===== src/dhs_pkg.sv =====
// Package: sequencer_constant and types of the header search and write start block
`default_nettype none
package dhs_pkg;
  localparam int CLK_HZ     = 50_000_000; // System clock rate
  localparam int TIMEOUT_MS = 10;         // Function timer span, ms
  localparam int TIMEOUT_CYC = CLK_HZ / 1000 * TIMEOUT_MS;
  localparam logic [7:0]  SYNC_BYTE   = 8'h19;  // Header and data sync pattern
  localparam logic [6:0]  GLITCH_PLS  = 7'h3C;  // 60 servo pulses after sector
  localparam logic [6:0]  PHASE_PLS   = 7'h58;  // 88 servo pulses for lock
  localparam logic [6:0]  WG_DLY_PLS  = 7'h10;  // Read gate off to write gate
  localparam logic [6:0]  GAP_BITS    = 7'h78;  // 120 zero bits of header gap
  localparam logic [5:0]  HDR_LAST    = 6'h1F;  // 32 header bits
  localparam logic [5:0]  CRC_LAST    = 6'h0F;  // 16 header check bits
  localparam logic [5:0]  BYTE_LAST   = 6'h07;  // Bits 0..7 of a byte
  localparam logic [9:0]  DATA_BYTES  = 10'h200; // 512 bytes per sector
  localparam logic [31:0] HDR_MASK    = 32'h00FF_071F; // Address bits of header
  localparam logic [4:0]  SKIP_POS    = 5'h0E;  // Skip flag bit of header
  localparam logic [2:0]  FC_WRITE    = 3'h1;   // Write data function code
  localparam logic [1:0]  BUF_DEPTH   = 2'h2;   // Entries of the byte buffer
  // Sequencer steps
  typedef enum logic [3:0] {
    ST_IDLE = 4'b0000, ST_WSEC = 4'b0001, ST_GLITCH = 4'b0010,
    ST_PHASE = 4'b0011, ST_HUNT = 4'b0100, ST_HDR = 4'b0101,
    ST_CHECK = 4'b0110, ST_HCRC = 4'b0111, ST_CRCCMP = 4'b1000,
    ST_FIFO = 4'b1001, ST_WGDLY = 4'b1010, ST_GAP = 4'b1011,
    ST_SYNCO = 4'b1100, ST_DATA = 4'b1101
  } dhs_state_type;
  // Clock source selection
  typedef enum logic [1:0] {
    CK_CPU = 2'b00, CK_SERVO = 2'b01, CK_READ = 2'b10
  } dhs_clk_type;
  // Controls toward the check word logic
  typedef struct packed {
    logic clear;   // One-cycle pulse
    logic enable;  // Accumulate level
    logic load;    // Level while drive check bits arrive
    logic compare; // One-cycle pulse
  } dhs_crc_type;
  // Whole state of the block
  typedef struct packed {
    dhs_state_type   st;
    logic [1:0]      srv, rdc, rdd, sec; // Pin synchronisers
    logic            srv_p, rdc_p, sec_p;
    logic [6:0]      cnt;
    logic [5:0]      bits;
    logic [7:0]      shreg, sconst;
    logic [15:0]     dar;
    logic [2:0]      fc;
    logic            ie, inh, agree, skip;
    dhs_clk_type     cur, seq;
    logic            rgate, wgate, wdata, nrz, nrz_stb;
    dhs_crc_type     crc;
    logic [9:0]      faddr;
    logic            busy, operation_incomplete, data_late, skip_sector_error, sse_p, sync_p, irq, disp;
    logic [23:0]     timer;
    logic [1:0][7:0] buff;
    logic [1:0]      bcnt;
  } dhs_state_s_type;
  localparam dhs_state_s_type DHS_RESET = '0;
endpackage
`default_nettype wire


===== src/dhs_core.sv =====
// Header search, address compare and write start sequencer
`timescale 1ns/100ps
`default_nettype none
module dhs_core #(
  parameter int TIMEOUT_CYC = dhs_pkg::TIMEOUT_CYC  // Function timer cycles
) (
  input  wire logic                  i_clk,
  input  wire logic                  i_resetn,
  input  wire logic                  i_start,
  input  wire logic [2:0]            i_function_code,
  input  wire logic                  i_interrupt_enable,
  input  wire logic                  i_skip_sector_inhibit,
  input  wire logic [15:0]           i_disk_address,
  input  wire logic                  i_fifo_full,
  input  wire logic                  i_crc_error,
  input  wire logic [7:0]            i_wr_byte,
  input  wire logic                  i_wr_valid,
  output logic                       o_wr_ready,
  input  wire logic                  i_drive_servo_clock,
  input  wire logic                  i_drive_read_clock,
  input  wire logic                  i_drive_read_data,
  input  wire logic                  i_sector_start_pulse,
  output logic                       o_read_gate,
  output logic                       o_write_gate,
  output logic                       o_drive_write_data,
  output logic                       o_nrz_data,
  output logic                       o_nrz_strobe,
  output dhs_pkg::dhs_crc_type       o_crc,
  output dhs_pkg::dhs_clk_type       o_current_clock,
  output dhs_pkg::dhs_clk_type       o_sequence_clock,
  output logic [7:0]                 o_sequencer_constant,
  output logic                       o_sync_found,
  output logic                       o_compare_agree,
  output logic                       o_skip_sector_error,
  output logic                       o_skip_sector_status,
  output logic                       o_operation_incomplete,
  output logic                       o_data_late,
  output logic                       o_controller_ready,
  output logic                       o_interrupt_request,
  output logic                       o_dispatch,
  output logic [15:0]                o_disk_address,
  output logic [9:0]                 o_fifo_addr
);
  dhs_pkg::dhs_state_s_type s_q, s_d; // All state, current and next
  logic srv_e, rdc_e, sec_e;          // Synchronised rising edges
  logic rdd;                          // Synchronised read data

  // Edges seen only on second synchroniser stage
  assign srv_e = s_q.srv[1] & ~s_q.srv_p;
  assign rdc_e = s_q.rdc[1] & ~s_q.rdc_p;
  assign sec_e = s_q.sec[1] & ~s_q.sec_p;
  assign rdd   = s_q.rdd[1];

  // Address bit lined up with header bit i
  function automatic logic addr_bit(input logic [15:0] dar, input logic [5:0] i);
    logic r;
    r = 1'b0;
    if (i < 6'h05)
      r = dar[4'(i)];                       // Sector field
    else if (i >= 6'h08 && i < 6'h0B)
      r = dar[4'(i - 6'h03)];               // Head field
    else if (i >= 6'h10 && i < 6'h18)
      r = dar[4'(i - 6'h08)];               // Cylinder field
    return r;
  endfunction

  // Return to the CPU clock and report completion
  function automatic dhs_pkg::dhs_state_s_type finish(input dhs_pkg::dhs_state_s_type s);
    dhs_pkg::dhs_state_s_type r;
    r = s;
    r.cur = dhs_pkg::CK_CPU;
    r.seq = dhs_pkg::CK_CPU;
    r.rgate = 1'b0;
    r.wgate = 1'b0;
    r.crc.enable = 1'b0;
    r.crc.load = 1'b0;
    r.busy = 1'b0;
    r.irq = s.ie;
    r.st = dhs_pkg::ST_IDLE;
    return r;
  endfunction

  // Next-state logic of the whole block
  always_comb
  begin
    logic       pop;  // Buffer head consumed
    logic       push; // Buffer accepts a byte
    logic [1:0] left; // Count after pop
    pop = 1'b0;
    push = i_wr_valid && (s_q.bcnt != dhs_pkg::BUF_DEPTH);
    left = 2'h0;
    s_d = s_q;
    // Pin synchronisers
    s_d.srv = {s_q.srv[0], i_drive_servo_clock};
    s_d.rdc = {s_q.rdc[0], i_drive_read_clock};
    s_d.rdd = {s_q.rdd[0], i_drive_read_data};
    s_d.sec = {s_q.sec[0], i_sector_start_pulse};
    s_d.srv_p = s_q.srv[1];
    s_d.rdc_p = s_q.rdc[1];
    s_d.sec_p = s_q.sec[1];
    // Pulses default low
    s_d.nrz_stb = 1'b0;
    s_d.crc.clear = 1'b0;
    s_d.crc.compare = 1'b0;
    s_d.sync_p = 1'b0;
    s_d.sse_p = 1'b0;
    s_d.disp = 1'b0;
    // Function timer runs while busy
    if (s_q.busy && s_q.timer != 24'h000000)
      s_d.timer = s_q.timer - 24'h000001;
    if (s_q.st != dhs_pkg::ST_IDLE && s_q.st < dhs_pkg::ST_FIFO && s_q.timer == 24'h000000)
    begin
      // Search gave up: incomplete, back to CPU
      s_d.operation_incomplete = 1'b1;
      s_d = finish(s_d);
    end
    else
    begin
      unique case (s_q.st)
        dhs_pkg::ST_IDLE:
          if (i_start)
          begin
            // Latch control word, timer restarts
            s_d.fc = i_function_code;
            s_d.ie = i_interrupt_enable;
            s_d.inh = i_skip_sector_inhibit;
            s_d.dar = i_disk_address;
            s_d.timer = 24'(TIMEOUT_CYC);
            s_d.busy = 1'b1;
            s_d.operation_incomplete = 1'b0;
            s_d.data_late = 1'b0;
            s_d.skip_sector_error = 1'b0;
            s_d.irq = 1'b0;
            s_d.cur = dhs_pkg::CK_SERVO;
            s_d.seq = dhs_pkg::CK_SERVO;
            s_d.st = dhs_pkg::ST_WSEC;
          end
        dhs_pkg::ST_WSEC:
          if (sec_e)
          begin
            // Sector leading edge seen
            s_d.cnt = 7'h00;
            s_d.st = dhs_pkg::ST_GLITCH;
          end
        dhs_pkg::ST_GLITCH:
          if (srv_e)
          begin
            if (s_q.cnt == dhs_pkg::GLITCH_PLS - 7'h01)
            begin
              // Glitch zone passed, raise read gate
              s_d.rgate = 1'b1;
              s_d.crc.clear = 1'b1;
              s_d.agree = 1'b0;
              s_d.cnt = 7'h00;
              s_d.st = dhs_pkg::ST_PHASE;
            end
            else
              s_d.cnt = s_q.cnt + 7'h01;
          end
        dhs_pkg::ST_PHASE:
          if (srv_e)
          begin
            if (s_q.cnt == dhs_pkg::PHASE_PLS - 7'h01)
            begin
              // Lock reached, prepare sync hunt
              s_d.shreg = 8'h00;
              s_d.sconst = dhs_pkg::SYNC_BYTE;
              s_d.cur = dhs_pkg::CK_READ;   // Sequence clock stays servo
              s_d.st = dhs_pkg::ST_HUNT;
            end
            else
              s_d.cnt = s_q.cnt + 7'h01;
          end
        dhs_pkg::ST_HUNT:
          if (rdc_e)
          begin
            // Stalled here until pattern seen, incoming bit 0 first
            s_d.shreg = {rdd, s_q.shreg[7:1]};
            if ({rdd, s_q.shreg[7:1]} == s_q.sconst)
            begin
              s_d.sync_p = 1'b1;
              s_d.seq = dhs_pkg::CK_READ;
              s_d.crc.enable = 1'b1;
              s_d.agree = 1'b1;
              s_d.skip = 1'b0;
              s_d.bits = 6'h00;
              s_d.st = dhs_pkg::ST_HDR;
            end
          end
        dhs_pkg::ST_HDR:
          if (rdc_e)
          begin
            s_d.nrz = rdd;                  // Header bit onto NRZ bus
            s_d.nrz_stb = 1'b1;
            // Masked bitwise compare
            if (dhs_pkg::HDR_MASK[5'(s_q.bits)] && rdd != addr_bit(s_q.dar, s_q.bits))
              s_d.agree = 1'b0;
            if (5'(s_q.bits) == dhs_pkg::SKIP_POS && !s_q.inh)
              s_d.skip = rdd;
            if (s_q.bits == dhs_pkg::HDR_LAST)
            begin
              s_d.crc.enable = 1'b0;
              s_d.bits = 6'h00;
              s_d.st = dhs_pkg::ST_CHECK;
            end
            else
              s_d.bits = s_q.bits + 6'h01;
          end
        dhs_pkg::ST_CHECK:
          if (!s_q.agree)
          begin
            // No match: servo clock, next sector
            s_d.cur = dhs_pkg::CK_SERVO;
            s_d.seq = dhs_pkg::CK_SERVO;
            s_d.rgate = 1'b0;
            s_d.st = dhs_pkg::ST_WSEC;
          end
          else if (s_q.skip && !s_q.inh)
          begin
            // Displaced sector: flag, bump sector, retry
            s_d.skip_sector_error = 1'b1;
            s_d.sse_p = 1'b1;
            s_d.dar[4:0] = s_q.dar[4:0] + 5'h01;
            s_d.cur = dhs_pkg::CK_SERVO;
            s_d.seq = dhs_pkg::CK_SERVO;
            s_d.rgate = 1'b0;
            s_d.st = dhs_pkg::ST_WSEC;
          end
          else
          begin
            s_d.crc.load = 1'b1;
            s_d.st = dhs_pkg::ST_HCRC;
          end
        dhs_pkg::ST_HCRC:
          if (rdc_e)
          begin
            s_d.nrz = rdd;
            s_d.nrz_stb = 1'b1;
            if (s_q.bits == dhs_pkg::CRC_LAST)
            begin
              s_d.crc.load = 1'b0;
              s_d.crc.compare = 1'b1;
              s_d.st = dhs_pkg::ST_CRCCMP;
            end
            else
              s_d.bits = s_q.bits + 6'h01;
          end
        dhs_pkg::ST_CRCCMP:
          // Verdict is read one cycle after the compare pulse
          if (!s_q.crc.compare)
          begin
            if (i_crc_error)
            begin
              s_d.operation_incomplete = 1'b1;
              s_d = finish(s_d);
            end
            else
            begin
              s_d.crc.clear = 1'b1;
              if (s_q.fc == dhs_pkg::FC_WRITE)
              begin
                s_d.cur = dhs_pkg::CK_SERVO;
                s_d.seq = dhs_pkg::CK_SERVO;
                s_d.st = dhs_pkg::ST_FIFO;
              end
              else
              begin
                // Read and write check flows live elsewhere
                s_d.disp = 1'b1;
                s_d.st = dhs_pkg::ST_IDLE;
              end
            end
          end
        dhs_pkg::ST_FIFO:
          if (!i_fifo_full)
          begin
            // Buffer not filled in time
            s_d.data_late = 1'b1;
            s_d.agree = 1'b0;
            s_d = finish(s_d);
          end
          else
          begin
            s_d.rgate = 1'b0;
            s_d.cnt = 7'h00;
            s_d.st = dhs_pkg::ST_WGDLY;
          end
        dhs_pkg::ST_WGDLY:
          if (srv_e)
          begin
            if (s_q.cnt == dhs_pkg::WG_DLY_PLS - 7'h01)
            begin
              s_d.wgate = 1'b1;
              s_d.wdata = 1'b0;             // Gap low from the first gated cell
              s_d.faddr = 10'h000;
              s_d.shreg = 8'h00;
              s_d.cnt = 7'h00;
              s_d.st = dhs_pkg::ST_GAP;
            end
            else
              s_d.cnt = s_q.cnt + 7'h01;
          end
        dhs_pkg::ST_GAP:
          if (srv_e)
          begin
            s_d.wdata = 1'b0;
            if (s_q.cnt == dhs_pkg::GAP_BITS - 7'h01)
            begin
              s_d.shreg = dhs_pkg::SYNC_BYTE;
              s_d.bits = 6'h00;
              s_d.st = dhs_pkg::ST_SYNCO;
            end
            else
              s_d.cnt = s_q.cnt + 7'h01;
          end
        dhs_pkg::ST_SYNCO, dhs_pkg::ST_DATA:
          if (srv_e && s_q.bits > dhs_pkg::BYTE_LAST)
            // Final cell written in full, gate may drop now
            s_d = finish(s_d);
          else if (srv_e)
          begin
            // Formatter samples bit 0 of shifter
            s_d.wdata = s_q.shreg[0];
            s_d.nrz = s_q.shreg[0];
            s_d.nrz_stb = 1'b1;
            s_d.shreg = {1'b0, s_q.shreg[7:1]};
            if (s_q.bits == dhs_pkg::BYTE_LAST)
            begin
              s_d.bits = 6'h00;
              if (s_q.st == dhs_pkg::ST_DATA && s_q.faddr == dhs_pkg::DATA_BYTES)
                s_d.bits = dhs_pkg::BYTE_LAST + 6'h01; // Hold gate one more cell for the last bit
              else if (s_q.bcnt == 2'h0)
              begin
                // Buffer ran dry, word would be lost
                s_d.data_late = 1'b1;
                s_d = finish(s_d);
              end
              else
              begin
                s_d.shreg = s_q.buff[0];
                pop = 1'b1;
                s_d.faddr = s_q.faddr + 10'h001;
                s_d.crc.enable = 1'b1;
                s_d.st = dhs_pkg::ST_DATA;
              end
            end
            else
              s_d.bits = s_q.bits + 6'h01;
          end
        default:
          s_d = finish(s_d);
      endcase
    end
    // Two-entry byte buffer, head at index 0
    left = s_q.bcnt - {1'b0, pop};
    if (pop)
      s_d.buff[0] = s_q.buff[1];
    if (push)
      s_d.buff[left[0]] = i_wr_byte;
    s_d.bcnt = left + {1'b0, push};
  end

  // State register
  always_ff @(posedge i_clk or negedge i_resetn)
  begin
    if (!i_resetn)
      s_q <= dhs_pkg::DHS_RESET;
    else
      s_q <= s_d;
  end

  // Outputs straight from state
  assign o_wr_ready = (s_q.bcnt != dhs_pkg::BUF_DEPTH);
  assign o_read_gate = s_q.rgate;
  assign o_write_gate = s_q.wgate;
  assign o_drive_write_data = s_q.wdata;
  assign o_nrz_data = s_q.nrz;
  assign o_nrz_strobe = s_q.nrz_stb;
  assign o_crc = s_q.crc;
  assign o_current_clock = s_q.cur;
  assign o_sequence_clock = s_q.seq;
  assign o_sequencer_constant = s_q.sconst;
  assign o_sync_found = s_q.sync_p;
  assign o_compare_agree = s_q.agree;
  assign o_skip_sector_error = s_q.sse_p;
  assign o_skip_sector_status = s_q.skip_sector_error;
  assign o_operation_incomplete = s_q.operation_incomplete;
  assign o_data_late = s_q.data_late;
  assign o_controller_ready = ~s_q.busy;
  assign o_interrupt_request = s_q.irq;
  assign o_dispatch = s_q.disp;
  assign o_disk_address = s_q.dar;
  assign o_fifo_addr = s_q.faddr;
endmodule
`default_nettype wire


===== config.mk =====
export PLATFORM = sky130hd
export DESIGN_NAME = dhs_core
export DESIGN_NICKNAME = d
export VERILOG_FILES = /design/src/dhs_pkg.sv /design/src/dhs_core.sv
export SDC_FILE = /design/constraint.sdc
export NUM_CORES = 1
export LEC_CHECK = 0
export ABC_AREA = 1
export BUFFER_PORTS_ARGS = -buffer_cell sky130_fd_sc_hd__buf_2
export CAP_MARGIN = 25
export CORE_MARGIN = 4
export CORE_UTILIZATION = 40
export DETAILED_ROUTE_END_ITERATION = 12
export PLACE_DENSITY = 0.64
export SYNTH_ARGS = -nofsm -noshare
export SYNTH_HDL_FRONTEND = slang
export SYNTH_SLANG_ARGS = --single-unit
export TNS_END_PERCENT = 30

===== constraint.sdc =====
create_clock -name i_clk -period 5.2 [get_ports i_clk]
set_input_delay 1.04 -clock i_clk [delete_from_list [all_inputs] [get_ports i_clk]]
set_output_delay 1.04 -clock i_clk [all_outputs]
set_load 0.02 [all_outputs]

==> results of run 1 <==
-- path summary, 6_finish.rpt --
| kind | end | slack, ns |
|---|---|---|
| max in group asynchronous | s_q[30] | 3.45 |
| hold / removal | rdd | 0.35 |
| min in group asynchronous | s_q[119] | 0.65 |
| setup reg to reg | o_compare_agree | 2.18 |
| setup / recovery | o_compare_agree | 2.18 |
| hold reg to reg | rdd | 0.35 |
-- cell families after synthesis --
family,synth area share
buffers and inverters,0.127
flip-flops,0.393
other,0.000443
XOR/XNOR,0.0145
AO/OA/AOI/OAI,0.120
AND/OR/NAND/NOR,0.331
adder cells (fa/ha/maj),0.0148
-- final cells by class --
class / instances / area (um^2)
tap: 270 / 338
clock inverter: 11 / 150
multi-input combinational: 802 / 4080
inverter: 168 / 636
timing repair buffer: 92 / 472
clock buffer: 21 / 450
sequential: 133 / 3330
fill: 2059 / 11000
-- metrics by stage --
stage                     area (um^2)  setup WS (ns)  power, mW  instances   util
after floorplan                  8480           3.16       2.85       1164      -
after global placement           8860           2.28       3.29       1465  0.432
after detailed placement         8860           2.22       3.29       1465  0.432
after CTS                        9460           2.21       4.54       1497  0.461
after global routing             9460           1.84       4.85       1497  0.461
final                            9460           2.18       4.53       1497  0.461
-- state kept, by name, summed over array words and instances (netlist names), 2 cells and up --
register and count:
s_q 84, o_crc 4, o_current_clock 2, o_disk_address 16, o_sequence_clock 2, o_fifo_addr 10
-- worst max-delay path, stage by stage (launching register included) --
cell and delay, ns:
dfrtp_1 0.73, clkinv_1 0.62, ha_1 0.62, inv_1 0.12
nand3_1 0.10, nand3_1 0.06, nand3_1 0.09, nand3_1 0.07
nand2_1 0.08, nand2_1 0.05, nand2_1 0.05, nand3_1 0.06
nand2_1 0.08, nand2_1 0.05, nand2_1 0.07, nand2_1 0.05
-- cell usage in the layout, fill, tap and decap left out, types with 3 or more instances in the layout --
master,instances
nand3_1,107
clkinv_4,4
a21oi_1,38
nor4_1,7
nor2_2,7
a31oi_1,7
bufinv_16,3
o31ai_1,6
o21ai_1,12
o21ai_0,68
a31oi_4,6
nand2_1,270
inv_2,19
nand2_4,3
xor2_1,10
nand2_2,11
clkinv_1,3
clkbuf_1,3
nand4_1,29
dfrtp_1,133
nor2_4,10
nor3b_1,4
o211ai_1,7
o21ai_2,4
clkbuf_16,17
o21a_1,5
buf_2,89
xnor2_1,4
nor3_1,24
ha_1,10
conb_1,5
nor2_1,127
inv_1,145
-- power breakdown --
group | internal, mW | switching, mW | total, mW
clock | 0.768 | 0.473 | 1.24
sequential | 1.24 | 0.197 | 1.44
combinational | 0.573 | 1.28 | 1.85
total | 2.58 | 1.95 | 4.53
-- routing by layer --
metal / vias up / track usage / routed length [um]
met3: 50 / 0.0435 / 1540
met5: - / 0 / 0
met4: 0 / 0.0652 / 506
li1: 3837 / - / -
met2: 274 / 0.324 / 11000
met1: 3693 / 0.282 / 10900
==> flow_summary.json, run 1 <==
{
  "outcome": "finished clean",
  "drv_slew": 0,
  "drtIter0Drc": 715,
  "ys.flop_type": "dfrtp_1",
  "die_w_um": 153,
  "drt_wl_total_mm": 23.9,
  "synth_common_cells": "nand2_1 (270), inv_1 (145), dfrtp_1 (133), nor2_1 (128), nand3_1 (107)",
  "track_usage": 0.205,
  "globalplace.congestion": 1.02,
  "worstReg2RegStart": "s_q[112]",
  "clockBufferDepth": 2,
  "setup.worst_path.start_class": "register",
  "firstDrtPassIters": 6,
  "pin_count": 96,
  "critPathMaxFanout": 21,
  "cts_buffers": 17,
  "fin_tns_setup_ns": 0,
  "ir_drop_mv": 0.253,
  "syn_area_um2": 8470,
  "post_cts_buffers": 0,
  "areaGrowthSynthToFinish_pct": 11.7,
  "synthArstFlopShare": 1.00,
  "drive_gt1_frac": 0.158,
  "cp-end-kind": "register",
  "portBuffers": 90,
  "path_class": "register to register",
  "grt_pass1_vias": 7565,
  "initial_core_util": 0.413,
  "syn_avg_cell_area_um2": 7.30,
  "yosysTopAreaCellShare": 0.393,
  "grt_max_degree": 92,
  "holdCritStartpoint": "s_q[130]",
  "synthDistinctLibCells": 50,
  "r2r.worst_path.cells": 15,
  "ys.warnings.count": 0,
  "htreeDepth": 4,
  "ys_seq_area_frac": 0.393,
  "antenna_found_initial": 0,
  "ctsResizeCount": 0,
  "powerDensity_nw_per_um2": 479,
  "hold_slack_ns": 0.346,
  "crit_start": "s_q[112]",
  "vias": 7854,
  "cts_tree": "built",
  "ctsHoldBuffers": 0,
  "finalCritPeriodShare": 0.580,
  "hold_violations": 0,
  "die_area_um2": 23600,
  "worstHoldPathCells": 0,
  "finClkSkew_ns": 0.00876,
  "holdCritPathClass": "register to register",
  "post_drt_wl_per_cell_um": 16.0,
  "required_ns": 5.52,
  "fmax_mhz": 332,
  "grt_overflow": 0,
  "coreArea_um2": 20500,
  "vias_per_cell": 5.25,
  "final-setup-viol-count": 0,
  "insertion_delay_ns": 0.43,
  "grt_pass1_wl_mm": 39.5,
  "dieHeight_um": 153,
  "arrival_ns": 3.34,
  "tightest_slew_ns": 0.865,
  "dpl.hpwl_mm": 18.0,
  "synth_edf_count": 0,
  "synth_most_common_cell": "nand2_1",
  "rsz0062_at_grt": "no",
  "post-route-drc-count": 0,
  "clkSlewWorstSetupHoldPaths_ns": 0.06,
  "synth_cells": 1160,
  "min_period_ns": 3.02,
  "synth_seq_cells": 133,
  "num_rows": 52,
  "max_cap_viol_count": 0,
  "final_net_count": 1263,
  "p_leak_nw": 4.80,
  "yosysTopAreaCell": "dfrtp_1",
  "clkSinkCount": 133,
  "ys_top_cells_by_area": "dfrtp_1 (39%), nand2_1 (12%), inv_1 (6.4%), nand3_1 (6.3%), nor2_1 (5.7%)",
  "n_antenna_cell": 0,
  "drt.antenna.violating_nets": 0,
  "cts-root-buf": "clkbuf_16",
  "max_slew_margin": 0.423
}
Note: power is estimated with default switching activity, not from simulation.
==> run 2, diff against run 1 <==
ABC_AREA = 0   (was 1)
PLACE_DENSITY = 0.67   (was 0.64)
clock period = 2.5 ns   (was 5.2 ns; I/O delays follow)
==> run 2 against run 1 <==
  * Fmax grew 22%
  * Total power grew 120%
  * Sequential cell count unchanged
  * Sequential power increased by 120%
  * Clock skew decreased by 0.0023 ns
  * Synthesized cell count fell by 24%
  * Cell count down 14%
  * Critical path type unchanged
  * Critical endpoint is now s_q[137]
  * Largest cell class unchanged
==> flow_summary.json, run 2 <==
{
  "outcome": "finished clean",
  "die_w_um": 148,
  "cts_buffers": 17,
  "required_ns": 2.80,
  "ys.warnings.count": 0,
  "drive_gt1_frac": 0.282,
  "fin_ws_ns": 0.0384,
  "grt_util_met2": 0.310,
  "syn_area_um2": 7780,
  "cp-end-kind": "register",
  "dieHeight_um": 148,
  "arrival_ns": 2.77,
  "coreArea_um2": 18900,
  "p_leak_nw": 4.41,
  "vias": 7006,
  "fin_tns_setup_ns": 0,
  "htreeDepth": 4,
  "synthArstFlopShare": 1.00,
  "pre_cts_ws_ns": -0.144,
  "largest-register": "s_q",
  "grt_overflow": 0,
  "regToRegSetupSlack_ns": 0.04,
  "finalCritPeriodShare": 0.985,
  "insertion_delay_ns": 0.42,
  "antenna_found_initial": 0,
  "drt_wl_total_mm": 22.1,
  "utilization": 0.513,
  "synthDistinctLibCells": 75,
  "synth_most_common_cell": "dfrtp_1",
  "clkSinkCount": 133,
  "pwr-share-comb": 0.439,
  "vias_per_cell": 5.45,
  "ctsHoldBuffers": 0,
  "finClkSkew_ns": 0.00647,
  "grt_max_degree": 56,
  "final_area_um2": 9690,
  "timing.rr.end": "s_q[137]",
  "clkSlewWorstSetupHoldPaths_ns": 0.06,
  "clockBufferDepth": 2,
  "portBuffers": 90,
  "path_class": "register to register",
  "yosysTopAreaCell": "dfrtp_1",
  "n_antenna_cell": 0,
  "yosysTopAreaCellShare": 0.428,
  "r2r.worst_path.cells": 7,
  "die_area_um2": 21800,
  "fmax_mhz": 406,
  "mostFrequentLayoutCells": "dfrtp_1 (132), nand2_1 (128), buf_4 (101)",
  "layout_commonest_cell": "dfrtp_1",
  "powerDensity_nw_per_um2": 1020,
  "synth_seq_cells": 133,
  "p_seq_frac": 0.322,
  "hold_violations": 0,
  "ys.flop_type": "dfrtp_1",
  "grt_use_met1": 0.288,
  "num_rows": 50,
  "p_sw_mw": 3.92,
  "dpl.hpwl_mm": 16.3,
  "cts-root-buf": "clkbuf_16",
  "intPower_mw": 5.97,
  "cts_tree": "built",
  "grt_pass1_wl_mm": 35.8,
  "holdCritPathClass": "input port to async pin",
  "synth_edf_count": 0,
  "areaGrowthSynthToFinish_pct": 24.4,
  "track_usage": 0.203,
  "tightest_slew_ns": 0.675,
  "drt.antenna.violating_nets": 0,
  "synth_common_cells": "dfrtp_1 (133), nand2_1 (128), o21ai_0 (88), nor2_1 (73), buf_4 (42)",
  "gr-usage-met3": 0.0454,
  "hold_slack_ns": 0.0327,
  "switching_share": 0.396,
  "synth_cells": 881,
  "ys_seq_area_frac": 0.428,
  "final_net_count": 1062,
  "grt.busiest_layer": "met2",
  "drv_slew": 0,
  "max_slew_margin": 0.545,
  "globalplace.congestion": 0.968,
  "worstReg2RegStart": "s_q[22]",
  "pin_count": 96,
  "post-route-drc-count": 0,
  "largest_register_ffs": 84,
  "syn_avg_cell_area_um2": 8.84,
  "critPathMaxFanout": 5,
  "clock_power_share": 0.239,
  "dpl.cell_count": 1247,
  "post_drt_wl_per_cell_um": 17.2,
  "drtIter0Drc": 590,
  "firstDrtPassIters": 6,
  "grt_pass1_vias": 6676,
  "ir_drop_mv": 0.550,
  "final-setup-viol-count": 0,
  "initial_core_util": 0.412,
  "stdcell_count": 1285,
  "max_cap_viol_count": 0,
  "setup.worst_path.start_class": "register",
  "ys_top_cells_by_area": "dfrtp_1 (43%), nand2_1 (6.2%), o21ai_0 (5.7%), buf_4 (4.1%), nor2_1 (3.5%)",
  "power_mw": 9.89,
  "place_area_um2": 8880,
  "min_period_ns": 2.46
}
==> run 2: cell count changes after synthesis, moves of 15 or more <==
| cell | change |
|---|---|
| nand2_1 | -142 |
| inv_1 | -124 |
| nand3_1 | -77 |
| nor2_1 | -55 |
| clkbuf_1 | +30 |
| nand4_1 | -21 |
| o21ai_0 | +20 |
| inv_2 | -19 |
| mux2i_1 | +19 |
| mux2_2 | +18 |
| and3_1 | +17 |
| nand2b_1 | +15 |
==> run 2: layout make-up <==
class	count	area, um^2
Inverter	22	82.6
Fill cell	1764	9210
Multi-Input combinational cell	644	4090
Tap cell	260	325
Clock inverter	11	105
Sequential cell	133	3330
Clock buffer	20	457
Timing Repair Buffer	195	1290
==> run 2: worst max path at each step <==
stage                                     end  depth (start not counted)  startpoint  slack (ns)
after global routing                 s_q[138]                          7     s_q[22]       -0.06
final                                s_q[137]                          7     s_q[22]        0.04
after CTS                            s_q[117]                          8    s_q[108]      -0.007
after floorplan           o_interrupt_request                          9     s_q[18]       -0.06
after global placement    o_interrupt_request                          9     s_q[18]       -0.03
after detailed placement  o_interrupt_request                          9     s_q[18]       -0.14
==> run 2: worst max-delay path, stage by stage, from the launching register on <==
cell       delay [ns]
dfrtp_1          0.41
nor4_2           0.40
and3_4           0.29
or4b_4           0.52
a211o_1          0.29
a21oi_2          0.17
o21ai_2          0.12
o2bb2ai_1        0.15
==> run 2: power groups by stage <==
stage | Combinational (mW) | Clock (mW) | Sequential [mW]
floorplan | 2.75 | 0 | 3.10
global placement | 4.02 | 0 | 3.20
detailed placement | 4.05 | 0 | 3.21
CTS | 4.08 | 2.41 | 3.18
global route | 4.77 | 2.51 | 3.26
finish | 4.35 | 2.36 | 3.18
==> run 2: what timing repair did <==
item | in CTS | in global routing
resized for setup | 5 | 31
setup endpoints to repair | 19 | 53
buffers inserted | 1 | 6
pin swaps | 1 | 10
gates cloned | 0 | 0
==> run 2: logic make-up after synthesis <==
| group | Yosys count | share of synthesized area |
|---|---|---|
| simple gates | 368 | 0.238 |
| xor+xnor | 20 | 0.0225 |
| other cells | 1 | 0.000482 |
| buf+inv | 108 | 0.0738 |
| mux | 42 | 0.0649 |
| flops | 133 | 0.428 |
| fa+ha+maj | 10 | 0.0161 |
| compound gates | 199 | 0.157 |
==> run 2: layer usage <==
layer	part of all wire	up-vias
met5	0	-
met4	0.026	0
met3	0.069	53
met2	0.45	280
met1	0.46	3318
li1	-	3355
==> run 3, diff against run 2 <==
BUFFER_PORTS_ARGS = not set   (was -buffer_cell sky130_fd_sc_hd__buf_2)
DONT_BUFFER_PORTS = 1   (was not set)
PLACE_DENSITY = 0.62   (was 0.67)
==> run 3 against run 2 <==
  * The run now ends with hold timing, setup timing left
  * Non-clock buffer count decreased by 73
  * Worst setup slack got worse by 0.10 ns
  * Critical path depth up 3
  * Critical endpoint is now s_q[139]
==> flow_summary.json, run 3 (synthesis gave the netlist of run 2 again) <==
{
  "place_area_um2": 8540,
  "critPathMaxFanout": 5,
  "ir_drop_mv": 0.709,
  "clock_power_share": 0.241,
  "outcome": "finished with violations",
  "max_slew_margin": 0.411,
  "track_usage": 0.204,
  "cts-root-buf": "clkbuf_16",
  "intPower_mw": 5.90,
  "switching_share": 0.399,
  "cts_tree": "built",
  "clkSlewWorstSetupHoldPaths_ns": 0.06,
  "power_mw": 9.81,
  "pwr-share-comb": 0.407,
  "hold_violations": 133,
  "vias": 6691,
  "powerDensity_nw_per_um2": 1050,
  "insertion_delay_ns": 0.42,
  "clockBufferDepth": 2,
  "grt_max_degree": 134,
  "final_area_um2": 9360,
  "final_net_count": 989,
  "largest-register": "s_q",
  "firstDrtPassIters": 5,
  "n_antenna_cell": 0,
  "grt_pass1_vias": 6614,
  "antenna_found_initial": 0,
  "post-route-drc-count": 0,
  "holdCritPathClass": "input port to async pin",
  "tightest_slew_ns": 0.882,
  "p_leak_nw": 4.09,
  "regToRegSetupSlack_ns": -0.06,
  "globalplace.congestion": 0.934,
  "p_seq_frac": 0.352,
  "min_period_ns": 2.56,
  "drtIter0Drc": 501,
  "drv_slew": 0,
  "mostFrequentLayoutCells": "dfrtp_1 (132), nand2_1 (128), buf_4 (119)",
  "post_drt_wl_per_cell_um": 18.3,
  "worstReg2RegStart": "s_q[19]",
  "num_rows": 50,
  "final-setup-viol-count": 4,
  "hold_slack_ns": -0.232,
  "setup.worst_path.start_class": "register",
  "path_class": "register to register",
  "clkSinkCount": 133,
  "finClkSkew_ns": 0.0119,
  "initial_core_util": 0.412,
  "violations": "hold timing, setup timing",
  "areaGrowthSynthToFinish_pct": 20.2,
  "dieHeight_um": 148,
  "portBuffers": 0,
  "max_cap_viol_count": 0,
  "cts_buffers": 17,
  "dpl.hpwl_mm": 16.2,
  "arrival_ns": 2.91,
  "fin_ws_ns": -0.0642,
  "grt_pass1_wl_mm": 35.5,
  "htreeDepth": 4,
  "vias_per_cell": 5.52,
  "timing.rr.end": "s_q[139]",
  "fill_cells": 1771,
  "pin_count": 96,
  "coreArea_um2": 18900,
  "die_area_um2": 21800,
  "cp-end-kind": "register",
  "largest_register_ffs": 84,
  "grt_overflow": 0,
  "p_sw_mw": 3.91,
  "required_ns": 2.85,
  "drive_gt1_frac": 0.232,
  "drt_wl_total_mm": 22.2,
  "r2r.worst_path.cells": 10,
  "drt.antenna.violating_nets": 0,
  "rsz0062_at_grt": "yes",
  "finalCritPeriodShare": 1.03,
  "die_w_um": 148,
  "utilization": 0.495,
  "fmax_mhz": 390,
  "layout_commonest_cell": "dfrtp_1"
}
-- run 3: changes by cell type in the layout (fill, tap and decap cells not counted), moves of 3 or more --
| cell | delta |
|---|---|
| buf_2 | -89 |
| buf_4 | +18 |
| clkinv_4 | -3 |
| o21ai_0 | -7 |
| o21ai_1 | +7 |
| o2bb2ai_1 | -3 |
| o2bb2ai_2 | +3 |
-- run 3: cell type report --
cell class                      instances  area, um^2  area share
Multi-Input combinational cell        644        4120       0.440
Sequential cell                       133        3330       0.356
Timing Repair Buffer                  122         953       0.102
Clock buffer                           19         443      0.0473
Tap cell                              260         325      0.0348
Clock inverter                         12         106      0.0114
Inverter                               22        82.6     0.00882
-- run 3: repair_timing --
item,CTS,global route
pin swaps,1,13
gates resized for setup,4,47
setup buffers,0,6
hold endpoints to repair,133,133
setup endpoints to repair,21,71
-- run 3: stage by stage --
| step | hold WS [ns] | TNS (ns) | setup WS [ns] | std cells |
|---|---|---|---|---|
| final | -0.232 | -0.240 | -0.0642 | 1212 |
| after global routing | -0.258 | -1.48 | -0.173 | 1212 |
| after CTS | -0.257 | 0 | 0.00207 | 1206 |
| after global placement | 0.209 | -0.459 | -0.0601 | 1175 |
| after floorplan | 0.204 | -0.224 | -0.0648 | 885 |
| after detailed placement | 0.210 | -0.921 | -0.101 | 1175 |
-- run 3: worst max path at each step --
| stage | from | to | slack, ns | cells after the start |
|---|---|---|---|---|
| 2_1_floorplan | s_q[18] | o_interrupt_request | -0.06 | 9 |
| 6_report | s_q[19] | s_q[139] | -0.06 | 10 |
| 5_1_grt | s_q[36] | s_q[137] | -0.17 | 7 |
| 3_5_place_dp | s_q[18] | s_q[26] | -0.10 | 11 |
| 4_1_cts | s_q[33] | o_skip_sector_status | 0.002 | 7 |
| 3_3_place_gp | s_q[18] | s_q[138] | -0.06 | 10 |
-- run 3: power groups by stage --
stage	clock [mW]	combinational [mW]	sequential (mW)
6_report	2.36	3.99	3.46
3_3_place_gp	0	3.56	3.48
4_1_cts	2.42	3.62	3.45
2_1_floorplan	0	2.75	3.10
3_5_place_dp	0	3.59	3.48
5_1_grt	2.51	4.39	3.53
-- run 3: worst max-delay path, cell delays in order, from the launching register on --
cell and delay (ns):
dfrtp_1 0.39, inv_2 0.07, ha_4 0.13, nor4b_4 0.18
buf_4 0.15, and3_4 0.19, or4b_4 0.51, a211o_1 0.36
a21oi_4 0.20, nand3_4 0.13, o2bb2ai_2 0.16
-- run 3: routing by layer --
metal  vias up  global-route usage  share of wire  wire (um)
met5         -                   0              0          0
met3        48              0.0604          0.066       1460
met1      3225               0.278           0.45      10100
met4         0              0.0704          0.028        617
met2       201               0.310           0.45      10100
li1       3217                   -              -          -
